==> src/pkg/excmask_pkg.sv <==
// package of constants and types for the exception mask and thread control block
`default_nettype none
package excmask_pkg;
  // ------------------------------------------------------------
  // special register selectors on the move port
  // ------------------------------------------------------------
  localparam logic [2:0] SEL_CFG_BLOCK   = 3'h0;
  localparam logic [2:0] SEL_FAULT_BLOCK = 3'h1;
  localparam logic [2:0] SEL_THRESHOLD   = 3'h2;
  localparam logic [2:0] SEL_THREAD_CTRL = 3'h3;
  localparam logic [2:0] SEL_EXEC_STATUS = 3'h4;
  // ------------------------------------------------------------
  // field positions and reset values
  // ------------------------------------------------------------
  localparam int MASK_BIT      = 0;
  localparam int CTRL_FLOAT_CONTEXT_ACTIVE_BIT = 2;
  localparam int CTRL_SSEL_BIT = 1;
  localparam int CTRL_NPRV_BIT = 0;
  localparam int COMPACT_BIT   = 24;
  localparam int THRESH_W      = 8;
  localparam logic [7:0] THRESH_OFF    = 8'h00;
  localparam logic [2:0] CTRL_RESET    = 3'h0;
  localparam logic [3:0] COND_MAX      = 4'h4;
  localparam logic [8:0] NMI_NUMBER    = 9'h002;
  localparam logic [8:0] THREAD_NUMBER = 9'h000;
  // exception return code: bit 2 picks process stack, bit 3 thread return, bit 4 clear = float frame
  localparam int RET_STACK_SELECT_BIT = 2;
  localparam int RET_MODE_BIT  = 3;
  localparam int RET_FRAME_BIT = 4;
  // ------------------------------------------------------------
  // execution state machine
  // ------------------------------------------------------------
  typedef enum logic [1:0] {
    EX_RUN    = 2'b00,
    EX_FAULT  = 2'b01,
    EX_LOCKUP = 2'b11
  } exec_state_t;
endpackage : excmask_pkg
`default_nettype wire

==> src/pkg/prio_gate_if.sv <==
// interface carrying a priority request and its gating answer
`default_nettype none
interface prio_gate_if;
  logic [7:0] reqPrio;
  logic       reqConfig;
  logic       reqIsNmi;
  logic       cfgBlock;
  logic       faultBlock;
  logic [7:0] threshold;
  logic       allowed;
  modport gate (input reqPrio, reqConfig, reqIsNmi, cfgBlock, faultBlock, threshold, output allowed);
  modport user (output reqPrio, reqConfig, reqIsNmi, cfgBlock, faultBlock, threshold, input allowed);
endinterface : prio_gate_if
`default_nettype wire

==> src/hdl/exception_mask_and_thread_control.sv <==
// exception mask registers, thread control register and execution state bits
//
// Operation
// - up to four conditional instructions per prefix
// - executes only in compact state; listed clears
// - execution with compact bit clear faults/locks
// - move and state-change instructions access masks
// - global mask blocks configurable-priority exceptions
// - fault mask blocks all but NMI
// - fault mask clears on non-NMI handler exit
// - nonzero threshold blocks configurable-priority value at/above
// - only upper threshold bits implemented
// - higher priority value means lower priority
// - control bit 2 shows float context active
// - control bit 1 selects process stack
// - handler mode forces main stack select
// - entry and return update control from code
// - reset uses main stack; switch by write/return
// - all exceptions except reset in handler mode
// - compact bit sits at status bit 24; the execution status read returns zero here
`default_nettype none
module exception_mask_and_thread_control #(
  parameter int  PRIO_BITS = 4,  // implemented threshold bits, from bit 7 down
  parameter bit  HAS_FLOAT = 1'b1
) (
  input  wire logic        clock,
  input  wire logic        nrst,
  // special register move port
  input  wire logic        regWrite,
  input  wire logic        regRead,
  input  wire logic [2:0]  regSel,
  input  wire logic [31:0] regWdata,
  output logic      [31:0] regRdata,
  // state-change instruction
  input  wire logic        cpsValid,
  input  wire logic        cpsDisable,
  input  wire logic        cpsCfg,
  input  wire logic        cpsFault,
  // exception entry and return
  input  wire logic        excEntry,
  input  wire logic [8:0]  excEntryNumber,
  input  wire logic        excEntryVecBit0,
  input  wire logic        resetVecLoad,
  input  wire logic        excReturn,
  input  wire logic [31:0] excReturnCode,
  input  wire logic        excReturnStackedT,
  input  wire logic [8:0]  excReturnNumber,
  // instruction stream events
  input  wire logic        instrExec,
  input  wire logic        interworkBranch,
  input  wire logic        interworkTarget0,
  input  wire logic        condPrefix,
  input  wire logic [3:0]  condPrefixLen,
  input  wire logic [3:0]  condPrefixFirst,
  input  wire logic [3:0]  condPrefixMask,
  input  wire logic        floatInstr,
  input  wire logic        floatLazyDone,
  // candidate exception for activation
  input  wire logic [7:0]  candPrio,
  input  wire logic        candConfig,
  input  wire logic        candIsNmi,
  output logic             candAllowed,
  // status outputs
  output logic [8:0]       activeNumber,
  output logic             handlerMode,
  output logic             useProcessStack,
  output logic             threadUnprivileged,
  output logic             floatContextActive,
  output logic             saveFloatOnEntry,
  output logic             compactState,
  output logic [3:0]       condRemaining,
  output logic [3:0]       condCode,
  output logic             usageFault,
  output logic             lockup
);
  // ------------------------------------------------------------
  // state
  // ------------------------------------------------------------
  logic        cfgBlock_r, faultBlock_r;
  logic [7:0]  thresh_r;
  logic        floatCtx_r, stackSel_r, unpriv_r;
  logic        compact_r;
  logic [8:0]  active_r;
  logic [3:0]  condLeft_r, condFirst_r, condMask_r;
  excmask_pkg::exec_state_t exState_r, exState_nxt;
  logic [31:0] rdata_r;
  logic        allowed_r, saveFloat_r;
  // ------------------------------------------------------------
  // decode
  // ------------------------------------------------------------
  localparam logic [7:0] THR_KEEP = 8'(8'hff << (excmask_pkg::THRESH_W - PRIO_BITS));
  wire inHandler   = (active_r != excmask_pkg::THREAD_NUMBER);
  wire wrCfg       = regWrite & (regSel == excmask_pkg::SEL_CFG_BLOCK);
  wire wrFault     = regWrite & (regSel == excmask_pkg::SEL_FAULT_BLOCK);
  wire wrThresh    = regWrite & (regSel == excmask_pkg::SEL_THRESHOLD);
  wire wrCtrl      = regWrite & (regSel == excmask_pkg::SEL_THREAD_CTRL);
  wire cpsCfgHit   = cpsValid & cpsCfg;
  wire cpsFltHit   = cpsValid & cpsFault;
  wire retNonNmi   = excReturn & (active_r != excmask_pkg::NMI_NUMBER);
  wire retThread   = excReturnCode[excmask_pkg::RET_MODE_BIT];
  wire retProcess  = excReturnCode[excmask_pkg::RET_STACK_SELECT_BIT];
  wire retFloat    = ~excReturnCode[excmask_pkg::RET_FRAME_BIT];
  wire badExec     = instrExec & ~compact_r;
  // ------------------------------------------------------------
  // activation gate
  // ------------------------------------------------------------
  prio_gate_if gif ();
  assign gif.reqPrio    = candPrio;
  assign gif.reqConfig  = candConfig;
  assign gif.reqIsNmi   = candIsNmi;
  assign gif.cfgBlock   = cfgBlock_r;
  assign gif.faultBlock = faultBlock_r;
  assign gif.threshold  = thresh_r;
  prio_gate uGate (
    .g (gif.gate)
  );
  // ------------------------------------------------------------
  // read mux, reserved bits zero
  // ------------------------------------------------------------
  logic [31:0] rdMux;
  always_comb begin
    rdMux = 32'h0;
    case (regSel)
      excmask_pkg::SEL_CFG_BLOCK:   rdMux[excmask_pkg::MASK_BIT] = cfgBlock_r;
      excmask_pkg::SEL_FAULT_BLOCK: rdMux[excmask_pkg::MASK_BIT] = faultBlock_r;
      excmask_pkg::SEL_THRESHOLD:   rdMux[7:0]                   = thresh_r;
      excmask_pkg::SEL_THREAD_CTRL: begin
        rdMux[excmask_pkg::CTRL_FLOAT_CONTEXT_ACTIVE_BIT] = floatCtx_r;
        rdMux[excmask_pkg::CTRL_SSEL_BIT] = stackSel_r & ~inHandler;
        rdMux[excmask_pkg::CTRL_NPRV_BIT] = unpriv_r;
      end
      default:         rdMux = 32'h0;  // execution status reads zero to software
    endcase
  end
  // ------------------------------------------------------------
  // mask registers
  // ------------------------------------------------------------
  always_ff @(posedge clock or negedge nrst) begin
    if (!nrst) begin
      cfgBlock_r <= 1'b0;
    end else if (cpsCfgHit) begin
      cfgBlock_r <= cpsDisable;
    end else if (wrCfg) begin
      cfgBlock_r <= regWdata[excmask_pkg::MASK_BIT];
    end
  end

  // fault mask: hardware clear on handler exit wins over a late write
  always_ff @(posedge clock or negedge nrst) begin
    if (!nrst) begin
      faultBlock_r <= 1'b0;
    end else if (retNonNmi) begin
      faultBlock_r <= 1'b0;
    end else if (cpsFltHit) begin
      faultBlock_r <= cpsDisable;
    end else if (wrFault) begin
      faultBlock_r <= regWdata[excmask_pkg::MASK_BIT];
    end
  end

  // threshold keeps only the implemented high bits
  always_ff @(posedge clock or negedge nrst) begin
    if (!nrst) begin
      thresh_r <= excmask_pkg::THRESH_OFF;
    end else if (wrThresh) begin
      thresh_r <= regWdata[7:0] & THR_KEEP;
    end
  end
  // ------------------------------------------------------------
  // thread control register and mode tracking
  // ------------------------------------------------------------
  always_ff @(posedge clock or negedge nrst) begin
    if (!nrst) begin
      stackSel_r <= excmask_pkg::CTRL_RESET[excmask_pkg::CTRL_SSEL_BIT];
      unpriv_r   <= excmask_pkg::CTRL_RESET[excmask_pkg::CTRL_NPRV_BIT];
      active_r   <= excmask_pkg::THREAD_NUMBER;
    end else if (excEntry) begin
      stackSel_r <= 1'b0;
      active_r   <= excEntryNumber;
    end else if (excReturn) begin
      stackSel_r <= retThread & retProcess;
      active_r   <= retThread ? excmask_pkg::THREAD_NUMBER : excReturnNumber;
    end else if (wrCtrl) begin
      if (!inHandler) begin
        stackSel_r <= regWdata[excmask_pkg::CTRL_SSEL_BIT];
      end
      unpriv_r <= regWdata[excmask_pkg::CTRL_NPRV_BIT];
    end
  end

  // float context: set by float use, cleared on entry, restored on return
  always_ff @(posedge clock or negedge nrst) begin
    if (!nrst) begin
      floatCtx_r  <= excmask_pkg::CTRL_RESET[excmask_pkg::CTRL_FLOAT_CONTEXT_ACTIVE_BIT];
      saveFloat_r <= 1'b0;
    end else begin
      // lazy-save done clears first so a same-cycle entry latch wins
      if (floatLazyDone) begin
        saveFloat_r <= 1'b0;
      end
      if (excEntry) begin
        saveFloat_r <= floatCtx_r & HAS_FLOAT;
        floatCtx_r  <= 1'b0;
      end else if (excReturn) begin
        floatCtx_r <= retFloat & HAS_FLOAT;
      end else if (wrCtrl) begin
        floatCtx_r <= regWdata[excmask_pkg::CTRL_FLOAT_CONTEXT_ACTIVE_BIT] & HAS_FLOAT;
      end else if (floatInstr) begin
        floatCtx_r <= HAS_FLOAT;
      end
    end
  end
  // ------------------------------------------------------------
  // compact state bit
  // ------------------------------------------------------------
  always_ff @(posedge clock or negedge nrst) begin
    if (!nrst) begin
      compact_r <= 1'b1;
    end else if (resetVecLoad | excEntry) begin
      compact_r <= excEntryVecBit0;
    end else if (excReturn) begin
      compact_r <= excReturnStackedT;
    end else if (interworkBranch) begin
      compact_r <= interworkTarget0;
    end
  end
  // ------------------------------------------------------------
  // conditional block tracking
  // ------------------------------------------------------------
  wire [3:0] prefixLen = (condPrefixLen > excmask_pkg::COND_MAX) ? excmask_pkg::COND_MAX : condPrefixLen;
  always_ff @(posedge clock or negedge nrst) begin
    if (!nrst) begin
      condLeft_r  <= 4'h0;
      condFirst_r <= 4'h0;
      condMask_r  <= 4'h0;
    end else if (excEntry) begin
      condLeft_r <= 4'h0;
    end else if (condPrefix & compact_r) begin
      condLeft_r  <= prefixLen;
      condFirst_r <= condPrefixFirst;
      condMask_r  <= condPrefixMask;
    end else if (instrExec & compact_r & (condLeft_r != 4'h0)) begin
      condLeft_r <= condLeft_r - 4'h1;
      condMask_r <= {condMask_r[2:0], 1'b0};
    end
  end
  // each slot uses base condition or its inverse (low bit flipped)
  wire [3:0] curCond = {condFirst_r[3:1], condFirst_r[0] ^ condMask_r[3]};
  // ------------------------------------------------------------
  // execution state: fault, lockup if faulting in a handler numbered 1 to 3
  // ------------------------------------------------------------
  always_comb begin
    exState_nxt = exState_r;
    case (exState_r)
      excmask_pkg::EX_RUN: begin
        if (badExec) begin
          exState_nxt = ((active_r <= 9'h003) && inHandler) ? excmask_pkg::EX_LOCKUP : excmask_pkg::EX_FAULT;
        end
      end
      excmask_pkg::EX_FAULT:  exState_nxt = excmask_pkg::EX_RUN;
      excmask_pkg::EX_LOCKUP: exState_nxt = excmask_pkg::EX_LOCKUP;
      default:                exState_nxt = excmask_pkg::EX_RUN;
    endcase
  end
  always_ff @(posedge clock or negedge nrst) begin
    if (!nrst) begin
      exState_r <= excmask_pkg::EX_RUN;
    end else begin
      exState_r <= exState_nxt;
    end
  end
  // ------------------------------------------------------------
  // registered outputs
  // ------------------------------------------------------------
  always_ff @(posedge clock or negedge nrst) begin
    if (!nrst) begin
      rdata_r   <= 32'h0;
      allowed_r <= 1'b0;
    end else begin
      rdata_r   <= regRead ? rdMux : 32'h0;
      allowed_r <= gif.allowed;
    end
  end
  assign regRdata           = rdata_r;
  assign candAllowed        = allowed_r;
  assign activeNumber       = active_r;
  assign handlerMode        = inHandler;
  assign useProcessStack    = stackSel_r;
  assign threadUnprivileged = unpriv_r;
  assign floatContextActive = floatCtx_r;
  assign saveFloatOnEntry   = saveFloat_r;
  assign compactState       = compact_r;
  assign condRemaining      = condLeft_r;
  assign condCode           = curCond;
  assign usageFault         = (exState_r == excmask_pkg::EX_FAULT);
  assign lockup             = (exState_r == excmask_pkg::EX_LOCKUP);
endmodule : exception_mask_and_thread_control
`default_nettype wire

==> src/hdl/prio_gate.sv <==
// combinational activation gate from the mask registers
`default_nettype none
module prio_gate (
  prio_gate_if.gate g
);
  // ------------------------------------------------------------
  // gating terms
  // ------------------------------------------------------------
  // lower value means higher priority
  wire thrBlocks = (g.threshold != excmask_pkg::THRESH_OFF) && (g.reqPrio >= g.threshold);
  wire cfgBlocks = g.cfgBlock & g.reqConfig & ~g.reqIsNmi;
  wire fltBlocks = g.faultBlock & ~g.reqIsNmi;
  assign g.allowed = ~(cfgBlocks | fltBlocks | (thrBlocks & g.reqConfig & ~g.reqIsNmi));
endmodule : prio_gate
`default_nettype wire

==> config.mk <==
export PLATFORM = sky130hd
export DESIGN_NAME = exception_mask_and_thread_control
export DESIGN_NICKNAME = d
export VERILOG_FILES = /design/src/pkg/excmask_pkg.sv /design/src/pkg/prio_gate_if.sv /design/src/hdl/exception_mask_and_thread_control.sv /design/src/hdl/prio_gate.sv
export SDC_FILE = /design/constraint.sdc
export NUM_CORES = 1
export LEC_CHECK = 0
export BUFFER_PORTS_ARGS = -buffer_cell sky130_fd_sc_hd__buf_2
export CORE_ASPECT_RATIO = 1.1
export CORE_MARGIN = 10
export CORE_UTILIZATION = 45
export CTS_CLUSTER_SIZE = 8
export DETAILED_ROUTE_END_ITERATION = 6
export PLACE_DENSITY = 0.86
export REMOVE_ABC_BUFFERS = 1
export SLEW_MARGIN = 20
export SYNTH_ARGS = -nofsm -noshare
export SYNTH_HDL_FRONTEND = slang
export SYNTH_HIERARCHICAL = 1
export SYNTH_SLANG_ARGS = --single-unit
==> constraint.sdc <==
create_clock -name clock -period 5.3 [get_ports clock]
set_clock_uncertainty 0.1 [all_clocks]
set_input_delay 0.265 -clock clock [delete_from_list [all_inputs] [get_ports clock]]
set_output_delay 0.265 -clock clock [all_outputs]
set_load 0.02 [all_outputs]
* Word level (Yosys, flattened, before mapping) *
Cells that the tools add are included.

word-level totals
  bits in registers = 43
  word-level logic and storage cells = 110
  input bits = 126
  output and inout port bits = 58

cells by class
  equality and inequality tests = 8
  $lt $le $gt $ge = 3
  reduce and logical (&&, ||, !) cells = 20
  mux-type cells = 34
  bitwise gates (word level) = 29
  add/sub/neg operators = 1

operators with widths
  operator               count
  $mux W9                3
  $mux W4                6
  $and A1 B1 Y1          18
  $mux W1                18
  $reduce_bool A3 Y1     4
  $le A9 B2 Y1 const B   1
  $ne A9 B2 Y1 const B   1
  $reduce_bool A9 Y1     1
  $ge A8 B8 Y1           1
  $mux W8                1
  $reduce_bool A2 Y1     4
  $reduce_bool A4 Y1     2
  $reduce_bool A8 Y1     1
  $not A1 Y1             7
  $eq A3 B2 Y1 const B   2
  $mux W2                3
  $reduce_and A2 Y1      3
  $mux W5                1
  $gt A4 B3 Y1 const B   1
  $pmux W2 S2            1
  $sub A4 B1 Y4 const B  1
  $eq A3 B1 Y1 const B   1
  $logic_not A3 Y1       1
  $ne A3 B3 Y1 const B   1
  9 further kinds        12

* Logic depth before layout (Yosys ltp) *
  word-level depth = 6
  gate-level depth with buffers = 6

* By module *
Netlist, hierarchy kept.

by module, submodules not included
  module                             sequential area each (um2)  instances  cells an instance  area an instance (um2)
  exception_mask_and_thread_control  1052.3                      1          231                2353.5
  prio_gate                          0.0                         1          32                 242.7

* Worst setup path after synthesis *
No wires, ideal clock.

  path kind = reg2reg
  start = register condLeft_r[0] (netlist: condRemaining[0])
  end = register condMask_r[1]
  library setup time = 0.125 ns
  path buffers = 0
  setup slack = 3.394 ns
  data arrival time = 1.681 ns
  stages on the path, launching flop included = 7
  cell sequence = dfrtp_1 > inv_1 > ha_1 > nor2b_1 > a21o_1 > nor2_1 > mux2_2

between the ends
  longest elaborated chain between the ends = 4

RTL lines
  item                                 RTL line                                  source
  from (decl)                          exception_mask_and_thread_control.sv:84   logic [3:0] condLeft_r, condFirst_r, condMask_r;
  from (signal assigned)               exception_mask_and_thread_control.sv:239  condLeft_r <= prefixLen;
  from (signal assigned)               exception_mask_and_thread_control.sv:243  condLeft_r <= condLeft_r - 4'h1;
  $reduce_bool A4 Y1                   exception_mask_and_thread_control.sv:242  end else if (instrExec & compact_r & (condLeft_r != 4'h0)) begin
  $and A1 B1 Y1                        exception_mask_and_thread_control.sv:242
  $reduce_bool A2 Y1 (no source line)  -
  $reduce_and A2 Y1 (no source line)   -
  to (signal assigned)                 exception_mask_and_thread_control.sv:241  condMask_r <= condPrefixMask;
  to (signal assigned)                 exception_mask_and_thread_control.sv:244  condMask_r <= {condMask_r[2:0], 1'b0};
  to (decl)                            exception_mask_and_thread_control.sv:84

No other way between the ends.
A chain may end at the register's enable or synchronous reset.

* Worst setup path after layout *
  start = register condLeft_r[0] (netlist: condRemaining[0])
  end = register condMask_r[2]

The elaborated chain is that of the path after synthesis.

==> metrics.md <==
| Metric | Value |
|---|---|
| Die Wd | 92.4 um |
| Most frequent cell after synthesis | dfrtp_1 |
| CTS Hold Bufs | 0 |
| Post-DP HPWL | 5520 um |
| Setup_tns | 0 ps |
| H-tree levels | 2 |
| CTS tree | yes |
| Core ar. | 0.00550 mm^2 |
| Synth cell types | 50 |
| Port bufs | 104 |
| Period minus WS final | 1940 ps |
| Yosys warnings | 6 |
| CTS Buf Count | 5 |
| Prevailing post-synth register cell | dfrtp_1 |
| Mapped cell area | 0.00260 mm^2 |
| Reg2Reg Capture Point | condMask_r[2] |
| Setup Viol. Count Final | 0 |
| Detailed Route Iter0 Violations | 49 |
| First-pass GRT wire length | 10600 um |
| Slew Limit Headroom | 0.364 |
| CTS Root Cell | clkbuf_8 |
| Crit path max-delay cell type | dfrtp_1 |
| Remaining Overflow, GRT | 0 |
| Flop2flop setup slack | 3360 ps |
| Placed insts | 438 |
| WP data arrival | 2020 ps |
| Commonest cells post-synth | 41 x dfrtp_1, 28 x buf_4, 19 x nand2_1, 19 x nor2_1, 17 x o21ai_0 |
| Pin count of the biggest net entering global routing | 43 |
| Initial antenna violation count | 0 |
| CP bufs+invs | 1 |
| Via count | 2125 |
| F_max | 514 MHz |
| CP top delay family | flip-flops |
| GRT Total Usage | 0.140 |
| Die height | 99.7 um |
| Post-Syn Instances | 263 |
| ANT nets after route | 0 |
| Synth Register Bits | 42 |
| Post-synth ARST share | 1.00 |
| Area contributors post-synth | dfrtp_1 40%, buf_4 8.1%, ha_1 6.3%, mux2_2 5.6%, mux2i_1 5.0% |
| Slew Viols, Final | 0 |
| CTS max path bufs | 2 |
| Die ar. | 0.00921 mm^2 |
| Worst path max stage delay | 400 ps |
| TritonCTS sink count | 42 |
| WL per Instance | 14.8 um |
| Initial DRT Pass Iterations | 4 |
| Unrepaired setup endpoints after global routing | false |
| Initial Util | 0.472 |
| Setup Fix Bufs, Post-CTS | 0 |
| Worst-path clk slew | 70 ps |
| CP max FO | 5 |
| Synth top area share | 0.395 |
| Ratio of final minimum period to clock period | 0.367 |
| DR vias/cell | 4.76 |
| Leading area contributor after synthesis | dfrtp_1 |
| Nets@finish | 509 |
| Measured slew at the worst slew-check pin | 954 ps |
| Worst path required time | 5380 ps |
| PwrDens | 279 mW/mm^2 |
| Number of global-route vias before repair | 2302 |
| Residual DRC count | 0 |
| Area Overhead vs Synth | 22.4% |
| R2R depth | 6 |
| Sequential area share after synthesis | 0.405 |
| CTS resizes | 0 |
| Number of diodes | 0 |
| Share of cells above drive strength 1 | 0.356 |
| Maximum vdd drop | 0.160 mV |
| Number of I/O pins | 184 |
| RD Place Congestion | 0.820 |
| WL final | 6620 um |
| Final non-filler cell total | 446 |
| Post-synth EDFFs | 0 |
| Clock latency on the worst-skew pair | 290 ps |
| Rows | 28 |
| Leak Pwr | 0.00161 uW |
| Crit path kind | reg -> reg |
| Crit path cell chain | inv_1 > ha_1 > nor2b_1 > a21o_1 > nor2_1 > mux2_2 |
| Max-Cap Viols | 0 |
| FF-to-FF Start | condRemaining[0] |
| Setup crit start kind | flip-flop |
| Place WS | 3360 ps |
| Worst min path class | in -> async |
| CP Capture Type | flip-flop |
| Mean Syn Cell Area | 9.87 um^2 |
| Hold Violations, Final | 0 |
| Status | finished, final reports clean |
| Slack of the critical path | 3360 ps |
through the flow:
step                      utilization  area (um^2)  power [uW]  hold WS, ps
after floorplan                     -         2470         579         -131
after global placement          0.561         3090         669          326
after detailed placement        0.561         3090         684          329
after CTS                       0.578         3180         896         14.7
after global routing            0.578         3180         948         14.3
final                           0.578         3180         885         17.2
layout by cell type (no fill, tap or decap), drive strengths merged, types with 8 or more instances in the layout:
master	netlist	routed
mux2	15	15
nor2	19	19
buf	32	104
clkbuf	4	8
mux2i	13	13
nor2b	13	13
conb	1	33
o21ai	18	18
ha	13	13
nand2	20	20
inv	15	15
dfrtp	41	41
how the worst max path moves through the flow:
| stage | cells after the start | start | endpoint | slack [ps] |
|---|---|---|---|---|
| final | 6 | condRemaining[0] | condMask_r[2] | 3360 |
| after CTS | 6 | condRemaining[0] | condMask_r[2] | 3350 |
| after global routing | 6 | condRemaining[0] | condMask_r[1] | 3260 |
| after floorplan | 6 | condRemaining[0] | condMask_r[1] | 3390 |
| after detailed placement | 6 | condRemaining[0] | condMask_r[2] | 3360 |
| after global placement | 6 | condRemaining[0] | condMask_r[1] | 3440 |
registers in the layout (all words and copies together), names as in the netlist, 2 cells and up:
register / flops
activeNumber: 9
condRemaining: 4
gif.threshold: 4
condMask_r: 4
exState_r: 2
condFirst_r: 4
regRdata: 7
worst reg2reg max path: cells and delay by family (launching register included):
| family | cells | cell delay, ps |
|---|---|---|
| fa+ha+maj | 1 | 220 |
| mux | 1 | 370 |
| flops | 1 | 400 |
| simple gates | 2 | 400 |
| compound gates | 1 | 230 |
| buf+inv | 1 | 90 |
layout make-up:
type | count | area (um^2)
clock buffer | 8 | 90.1
fill | 495 | 2320
inverter | 15 | 56.3
multi-input combinational | 202 | 1360
sequential | 42 | 1050
tap | 75 | 93.8
timing repair buffer | 104 | 520
cell families after synthesis:
kind of cell | after synthesis | share of synthesized area
simple gates | 81 | 0.180
buf+inv | 51 | 0.116
compound gates | 46 | 0.117
flops | 42 | 0.405
mux | 28 | 0.115
fa+ha+maj | 13 | 0.0627
other cells | 1 | 0.00144
xor+xnor | 1 | 0.00337
layer usage:
metal | track usage | routed length, um | up-vias
met4 | 0.0368 | 70 | 0
li1 | - | - | 1064
met3 | 0.0662 | 628 | 6
met2 | 0.241 | 3310 | 78
met5 | 0 | 0 | -
met1 | 0.150 | 2620 | 977
report_power, final:
part	internal, uW	switching, uW
Combinational	115	154
Clock	106	103
Sequential	367	39.6
Total	589	296
(Power assumes the default switching activity.)
